<file path="src/hdl/rhw_pkg.sv">
// rhw_pkg: constants shared by the hour and weekday counting stages.
// assumes a single 10 MHz system clock and a plain register port.
package rhw_pkg;

	// ************************************************************
	// register map
	// ************************************************************
	localparam logic [3:0] HOUR_COUNT_OFS    = 4'h0;
	localparam logic [3:0] WEEKDAY_COUNT_OFS = 4'h1;
	localparam logic [3:0] CLOCK_CTRL_OFS    = 4'h2;

	// ************************************************************
	// field positions
	// ************************************************************
	localparam int UIP_BIT     = 7;
	localparam int RUN_BIT     = 7;
	localparam int FMT24_BIT   = 6;
	localparam int PM_BIT      = 5;

	// ************************************************************
	// values after reset and count limits
	// ************************************************************
	localparam logic [1:0] HOUR_TENS_RST   = 2'h0;
	localparam logic [3:0] HOUR_UNITS_RST  = 4'h0;
	localparam logic [2:0] WEEKDAY_RST     = 3'h0;
	localparam logic [2:0] WEEKDAY_LAST    = 3'h6;
	localparam logic [7:0] HOUR_TOP_12     = 8'h11;
	localparam logic [7:0] HOUR_TOP_24     = 8'h23;
	localparam logic [3:0] BCD_UNITS_LAST  = 4'h9;
	// cycles spent in RHW_BUSY before each counter update is applied
	localparam int UPDATE_BUSY_CYCLES      = 2;

	typedef enum logic [1:0] {
		RHW_IDLE,
		RHW_BUSY,
		RHW_APPLY
	} rhw_update_state_t;

endpackage : rhw_pkg

</file>
<file path="src/hdl/rhw_counters.sv">
// rhw_counters: hour and day-of-week stages of the real-time clock.
// assumes hour_carry_i is a one-cycle pulse from the minute stage
// and a register master that never waits.
`timescale 1ns/10ps
`default_nettype none
module rhw_counters
	import rhw_pkg::*;
(
	input  wire logic       sys_clk_i,
	input  wire logic       nrst_i,
	input  wire logic       hour_carry_i,
	input  wire logic [3:0] addr_i,
	input  wire logic [7:0] wr_data_i,
	input  wire logic       wr_i,
	input  wire logic       rd_i,
	output logic      [7:0] rd_data_o,
	output logic            day_carry_o,
	output logic            week_carry_o,
	output logic            update_in_progress_o
);

	// ************************************************************
	// control register
	// ************************************************************
	logic       run_reg;
	logic       fmt24_reg;
	logic       afternoon_flag_reg;
	logic       pm_toggle;
	logic       ctrl_wr;

	assign ctrl_wr = wr_i && (addr_i == CLOCK_CTRL_OFS);

	always_ff @(posedge sys_clk_i) begin
		if (!nrst_i) begin
			run_reg   <= 1'b0;
			fmt24_reg <= 1'b0;
		end else if (ctrl_wr) begin
			run_reg   <= wr_data_i[RUN_BIT];
			fmt24_reg <= wr_data_i[FMT24_BIT];
		end
	end

	// the hardware toggle wins over a software write in the same cycle
	always_ff @(posedge sys_clk_i) begin
		if (!nrst_i) begin
			afternoon_flag_reg <= 1'b0;
		end else if (pm_toggle) begin
			afternoon_flag_reg <= !afternoon_flag_reg;
		end else if (ctrl_wr) begin
			afternoon_flag_reg <= wr_data_i[PM_BIT];
		end
	end

	// ************************************************************
	// update sequencing
	// ************************************************************
	// the carry is held for a busy window before it is applied so that
	// software sampling the busy bit sees it ahead of the change
	rhw_update_state_t state_reg;
	logic [1:0]        busy_cnt_reg;
	logic              pending_reg;
	logic              apply;

	always_ff @(posedge sys_clk_i) begin
		if (!nrst_i) begin
			pending_reg <= 1'b0;
		end else if (hour_carry_i && run_reg) begin
			pending_reg <= 1'b1;
		end else if (state_reg == RHW_APPLY) begin
			pending_reg <= 1'b0;
		end
	end

	always_ff @(posedge sys_clk_i) begin
		if (!nrst_i) begin
			state_reg    <= RHW_IDLE;
			busy_cnt_reg <= 2'h0;
		end else begin
			case (state_reg)
				RHW_IDLE: begin
					if (pending_reg && run_reg) begin
						state_reg    <= RHW_BUSY;
						busy_cnt_reg <= 2'(UPDATE_BUSY_CYCLES - 1);
					end
				end
				RHW_BUSY: begin
					if (busy_cnt_reg == 2'h0) begin
						state_reg <= RHW_APPLY;
					end else begin
						busy_cnt_reg <= busy_cnt_reg - 2'h1;
					end
				end
				RHW_APPLY: begin
					state_reg <= RHW_IDLE;
				end
				default: begin
					state_reg <= RHW_IDLE;
				end
			endcase
		end
	end

	assign apply                = (state_reg == RHW_APPLY);
	assign update_in_progress_o = (state_reg != RHW_IDLE) || pending_reg;

	// ************************************************************
	// counting stages
	// ************************************************************
	logic [1:0] hour_tens;
	logic [3:0] hour_units;
	logic [2:0] weekday;
	logic       day_carry;
	logic       hour_wrap;
	logic       week_carry;
	logic       hour_wr;
	logic       weekday_wr;

	assign hour_wr    = wr_i && (addr_i == HOUR_COUNT_OFS);
	assign weekday_wr = wr_i && (addr_i == WEEKDAY_COUNT_OFS);

	rhw_hour_stage u_hour (
		.sys_clk_i   (sys_clk_i),
		.nrst_i      (nrst_i),
		.carry_i     (apply),
		.fmt24_i     (fmt24_reg),
		.wr_i        (hour_wr),
		.wr_data_i   (wr_data_i[5:0]),
		.tens_o      (hour_tens),
		.units_o     (hour_units),
		.day_carry_o (hour_wrap),
		.pm_toggle_o (pm_toggle)
	);

	rhw_weekday_stage u_weekday (
		.sys_clk_i    (sys_clk_i),
		.nrst_i       (nrst_i),
		.carry_i      (day_carry),
		.wr_i         (weekday_wr),
		.wr_data_i    (wr_data_i[2:0]),
		.weekday_o    (weekday),
		.week_carry_o (week_carry)
	);

	// in 12-hour form the hour wraps twice a day; only the wrap that
	// leaves the afternoon ends the day, so the weekday moves once a day
	assign day_carry    = hour_wrap && (fmt24_reg || afternoon_flag_reg);
	assign day_carry_o  = day_carry;
	assign week_carry_o = week_carry;

	// ************************************************************
	// read port
	// ************************************************************
	function automatic logic [7:0] read_mux(input logic [3:0] a);
		case (a)
			HOUR_COUNT_OFS:    read_mux = {update_in_progress_o, 1'b0, hour_tens, hour_units};
			WEEKDAY_COUNT_OFS: read_mux = {update_in_progress_o, 4'h0, weekday};
			CLOCK_CTRL_OFS:    read_mux = {run_reg, fmt24_reg, afternoon_flag_reg, 5'h00};
			default:           read_mux = 8'h00;
		endcase
	endfunction : read_mux

	always_ff @(posedge sys_clk_i) begin
		if (!nrst_i) begin
			rd_data_o <= 8'h00;
		end else if (rd_i) begin
			rd_data_o <= read_mux(addr_i);
		end else begin
			rd_data_o <= 8'h00;
		end
	end

endmodule : rhw_counters
`default_nettype wire

</file>
<file path="src/hdl/rhw_hour_stage.sv">
// rhw_hour_stage: bcd hour counter with 12/24 range and day carry.
// assumes carry_i is a one-cycle pulse on sys_clk_i.
`timescale 1ns/10ps
`default_nettype none
module rhw_hour_stage
	import rhw_pkg::*;
(
	input  wire logic       sys_clk_i,
	input  wire logic       nrst_i,
	input  wire logic       carry_i,
	input  wire logic       fmt24_i,
	input  wire logic       wr_i,
	input  wire logic [5:0] wr_data_i,
	output logic      [1:0] tens_o,
	output logic      [3:0] units_o,
	output logic            day_carry_o,
	output logic            pm_toggle_o
);
	logic [1:0] tens_reg;
	logic [3:0] units_reg;
	logic [7:0] top;

	assign top         = fmt24_i ? HOUR_TOP_24 : HOUR_TOP_12;
	assign day_carry_o = carry_i && ({2'h0, tens_reg, units_reg} == top);
	// in 12-hour form each wrap flips morning and afternoon
	assign pm_toggle_o = day_carry_o && !fmt24_i;
	assign tens_o      = tens_reg;
	assign units_o     = units_reg;

	always_ff @(posedge sys_clk_i) begin
		if (!nrst_i) begin
			tens_reg  <= HOUR_TENS_RST;
			units_reg <= HOUR_UNITS_RST;
		end else if (wr_i) begin
			tens_reg  <= wr_data_i[5:4];
			units_reg <= wr_data_i[3:0];
		end else if (carry_i) begin
			if (day_carry_o) begin
				tens_reg  <= HOUR_TENS_RST;
				units_reg <= HOUR_UNITS_RST;
			end else if (units_reg == BCD_UNITS_LAST) begin
				units_reg <= HOUR_UNITS_RST;
				tens_reg  <= tens_reg + 2'h1;
			end else begin
				units_reg <= units_reg + 4'h1;
			end
		end
	end
endmodule : rhw_hour_stage
`default_nettype wire

</file>
<file path="src/hdl/rhw_weekday_stage.sv">
// rhw_weekday_stage: binary day-of-week counter, sunday is zero.
// assumes carry_i is a one-cycle pulse on sys_clk_i.
`timescale 1ns/10ps
`default_nettype none
module rhw_weekday_stage
	import rhw_pkg::*;
(
	input  wire logic       sys_clk_i,
	input  wire logic       nrst_i,
	input  wire logic       carry_i,
	input  wire logic       wr_i,
	input  wire logic [2:0] wr_data_i,
	output logic      [2:0] weekday_o,
	output logic            week_carry_o
);
	logic [2:0] weekday_reg;

	assign weekday_o    = weekday_reg;
	assign week_carry_o = carry_i && (weekday_reg >= WEEKDAY_LAST);

	always_ff @(posedge sys_clk_i) begin
		if (!nrst_i) begin
			weekday_reg <= WEEKDAY_RST;
		end else if (wr_i) begin
			weekday_reg <= wr_data_i;
		end else if (carry_i) begin
			// a stray reserved code also wraps to sunday
			if (weekday_reg >= WEEKDAY_LAST) begin
				weekday_reg <= WEEKDAY_RST;
			end else begin
				weekday_reg <= weekday_reg + 3'h1;
			end
		end
	end
endmodule : rhw_weekday_stage
`default_nettype wire

</file>
<file path="config.mk">
export PLATFORM = sky130hd
export DESIGN_NAME = rhw_counters
export DESIGN_NICKNAME = d
export VERILOG_FILES = /design/src/hdl/rhw_pkg.sv /design/src/hdl/rhw_counters.sv /design/src/hdl/rhw_hour_stage.sv /design/src/hdl/rhw_weekday_stage.sv
export SDC_FILE = /design/constraint.sdc
export NUM_CORES = 1
export LEC_CHECK = 0
export ABC_AREA = 0
export BUFFER_PORTS_ARGS = -buffer_cell sky130_fd_sc_hd__buf_4
export CAP_MARGIN = 20
export CORE_MARGIN = 8
export CORE_UTILIZATION = 52
export DETAILED_ROUTE_END_ITERATION = 8
export GPL_TIMING_DRIVEN = 0
export MAX_ROUTING_LAYER = met4
export PLACE_DENSITY = 0.74
export SLEW_MARGIN = 20
export SYNTH_ARGS = -nofsm -noshare
export SYNTH_HDL_FRONTEND = slang
export SYNTH_SLANG_ARGS = --single-unit
export TNS_END_PERCENT = 20
</file>
<file path="constraint.sdc">
create_clock -name sys_clk_i -period 2.1 [get_ports sys_clk_i]
set_input_delay 0.21 -clock sys_clk_i [delete_from_list [all_inputs] [get_ports sys_clk_i]]
set_output_delay 0.21 -clock sys_clk_i [all_outputs]
set_load 0.1 [all_outputs]
</file>
==> impl_summary.txt <==
----------------------------------------------------
[Logic synthesis]
  Count of yosys warnings during synthesis ... 0
  Number of storage elements in the synthesis netlist ... 25
  Count of unique library cells instantiated by Yosys ... 42
  Area share of the largest cell type after synthesis ... 40.1%
  EDFF count, synth ... 0
  Dominant synthesized flop cell ... sky130_fd_sc_hd__dfxtp_1
  Share of the yosys chip area belonging to registers ... 40.1%
  Area of the mapped netlist ... 1250 um^2
  Most area-hungry cell type in the Yosys netlist ... sky130_fd_sc_hd__dfxtp_1
  Synth Instances ... 141
  Leading post-synthesis cells by cell area ... sky130_fd_sc_hd__dfxtp_1 40%, sky130_fd_sc_hd__mux2i_1 4.8%, sky130_fd_sc_hd__o21ai_0 4.8%
  Total nets after synthesis ... 160
  Post-synthesis average cell area ... 8.86 um^2
  Post-synth top cells ... 25 x sky130_fd_sc_hd__dfxtp_1, 15 x sky130_fd_sc_hd__nor2_1, 12 x sky130_fd_sc_hd__o21ai_0, 10 x sky130_fd_sc_hd__nand2_1
  Share of flip-flops with an asynchronous set or reset ... 0%
  Most used standard cell by instance count after synthesis ... sky130_fd_sc_hd__dfxtp_1

[Global routing]
  Most heavily used metal layer in global routing ... met2
  Total global routing overflow ... 0
  Maximum number of pins on one net before global-route repair ... 14
  Number of antenna violations at the first check in global routing ... 0
  Global-route wire length before repair ... 4800 um
  Grt met1 use ... 17.1%
  Number of global-route vias before repair ... 1,113
  Total GRT Usage ... 14.3%
  Met3 global-route usage ... 3.44%
  Met2 track demand over resource in global routing ... 22.2%

[Route]
  Routed WL ... 2800 um
  Iteration count of the initial detailed-routing pass ... 4
  Via count ... 1,131
  Count of antenna-violating nets left after detailed routing ... 0
  Final routed wire length divided by cell count ... 14.0 um
  Routed via count divided by cell count ... 5.66
  Number of remaining DRC errors ... 0
  Detailed router's first-iteration violation count ... 38

[Placed design]
  Buffers on Ports ... 27
  Detailed Place HPWL ... 2170 um
  Dpl ws ... 0.364 ns
  Final weighted congestion in routability-driven placement ... 0.871

[Floorplan]
  Die area ... 4230 um^2
  Die height ... 65.0 um
  Boundary Pins ... 28
  Starting Density ... 55.9%
  # rows ... 17
  Horiz. Die Dim ... 65.0 um
  Area of the core ... 2230 um^2

[STA]
  Total count of hold-check failures in the final report ... 0
  Count of final setup violators ... 0
  Portion of the clock cycle consumed by the worst path in the final layout ... 94.8%
  Worst Max-Slew Pin Slew ... 0.534 ns
  Maximum clock skew at final layout ... 0.00193 ns
  Final count of pins violating max slew ... 0
  Setup repair after global routing missed its margin ... false
  Worst hold slack ... 0.120 ns
  Post-route minimum period ... 1.99 ns
  Headroom to the max-slew limit ... 63.9%
  Fmax achieved ... 0.502 GHz
  Final Worst Setup Slack ... 0.109 ns

[Pwr]
  Sequential cell fraction of total power ... 63.6%
  Worst IR Drop VDD ... 459 uV
  Fraction of power spent switching nets ... 23.0%
  Internal power component ... 587 uW
  Cell Pwr Density ... 500 nW/um^2
  Relative contribution of the clock network to total power ... 27.8%
  Leakage power figure ... 0.595 nW
  Switching power ... 175 uW
  Comb power frac ... 8.6%

[Worst setup path]
  Largest fanout on the critical path ... 10
  Cells along the critical path ... buf_6 > nor4b_4 > a21oi_2 > nor3_2 > buf_6
  Critical Path Most Common Cell ... sky130_fd_sc_hd__buf_6
  Kind of capture point of the worst setup path ... primary output
  Arrival time at the worst endpoint ... 1.78 ns
  Req. time, crit path ... 1.89 ns
  Slowest Stage Delay on Critical Path ... 0.37 ns
  Kind of critical path ... flop to primary output
  Kind of launch point of the worst setup path ... flop
  CP max stage cell ... sky130_fd_sc_hd__nor4b_4

[Final layout]
  Largest reg by FF count ... rd_data_o
  NumNets Final ... 192
  Area added between synthesis and finish ... 22.1%
  Fraction of layout cells with a size suffix above 1 ... 25.0%
  Number of flip-flops under the largest register name ... 8
  Diode count ... 0

[Clock network]
  Clock tree from TritonCTS ... built
  Post-CTS clock slew at the launch and capture registers of the worst setup and hold paths ... 0.13 ns
  Number of CTS-inserted buffers ... 3
  CTS Root Buffer Type ... sky130_fd_sc_hd__clkbuf_4
  Clock latency of the later-clocked register in the worst-skew pair ... 0.31 ns
  Sink Count ... 25
  Buffer depth of the longest clock path ... 2
  Count of hold-fix buffers inserted at cts ... 0
  Deepest level of the CTS H-tree ... 1

[Status]
  Outcome ... completed

[Min path]
  Hold/Removal Path Class ... primary input to flop

[Job]
  Max-capacitance violation count ... 0

----------------------------------------------------
==> power groups by stage <==
| stage | registers (mW) | clock network (mW) | logic, mW |
|---|---|---|---|
| 6_report | 0.485 | 0.212 | 0.0656 |
| 3_5_place_dp | 0.495 | 0 | 0.0657 |
| 4_1_cts | 0.485 | 0.224 | 0.0658 |
| 2_1_floorplan | 0.494 | 0 | 0.0305 |
| 3_3_place_gp | 0.495 | 0 | 0.0641 |
| 5_1_grt | 0.486 | 0.238 | 0.0728 |
==> layout make-up <==
type                       count  area, um^2
inverter                       5        18.8
sequential                    25         502
multi-input combinational    106         711
tap                           28        35.0
fill                         200         708
timing repair buffer          27         206
clock buffer                   4        26.3
buffer                         5        26.3
==> cell usage in the layout (no fill, tap or decap), types with 3 or more instances in the layout <==
master and count:
sky130_fd_sc_hd__nor3_1 4, sky130_fd_sc_hd__nor2_1 14, sky130_fd_sc_hd__nand2_1 10, sky130_fd_sc_hd__mux2i_1 6, sky130_fd_sc_hd__nand3b_1 3, sky130_fd_sc_hd__nor2b_1 3, sky130_fd_sc_hd__nand2b_1 3, sky130_fd_sc_hd__clkbuf_1 5
sky130_fd_sc_hd__a211oi_1 3, sky130_fd_sc_hd__clkbuf_4 3, sky130_fd_sc_hd__buf_4 26, sky130_fd_sc_hd__o21ai_0 12, sky130_fd_sc_hd__or3_1 3, sky130_fd_sc_hd__dfxtp_1 24, sky130_fd_sc_hd__a31oi_1 6, sky130_fd_sc_hd__inv_1 5
sky130_fd_sc_hd__nor4b_1 3, sky130_fd_sc_hd__a21oi_1 4
==> routing by layer <==
layer	vias to the layer above	share of wire [%]
met1	526	45
met3	4	6.0
met4	0	0.89
met2	27	48
li1	574	-
met5	-	0
==> repair_timing <==
action,CTS,global route
endpoints found under the setup margin,0,1
resized for setup,0,2
setup buffers,0,0
==> critical path, delay by kind of cell, from the launching register on <==
kind	cells	cell delay [ns]
AO/OA/AOI/OAI	1	0.18
buffers and inverters	2	0.39
flip-flops	1	0.33
AND/OR/NAND/NOR	2	0.56
==> metrics by stage <==
stage	TNS (ns)	instance area (um^2)	instances	total power, mW	utilization [%]
final	0	1530	200	0.763	68.3
after global routing	0	1530	200	0.796	68.3
after CTS	0	1520	200	0.774	68.1
after detailed placement	0	1490	196	0.561	66.9
after global placement	0	1490	196	0.559	66.9
after floorplan	-0.209	1260	141	0.525	-
==> cell families after synthesis <==
logic type,after synthesis,share of synthesized area [%]
simple gates,64,32.2
xor+xnor,2,1.40
buf+inv,10,3.61
compound gates,32,15.9
fa+ha+maj,2,2.00
flops,25,40.1
mux,6,4.81
==> worst paths after layout <==
check,startpoint,endpoint,slack (ns),cells after the start
worst max-delay path,u_hour.units_o[1],week_carry_o,0.11,5
worst min-delay path,hour_carry_i,pending_reg,0.12,3
worst max register to register,u_hour.units_o[1],u_weekday.weekday_o[2],0.32,5
worst min register to register,busy_cnt_reg[0],busy_cnt_reg[0],0.51,2
No activity file was read; power rests on OpenSTA's default activity.
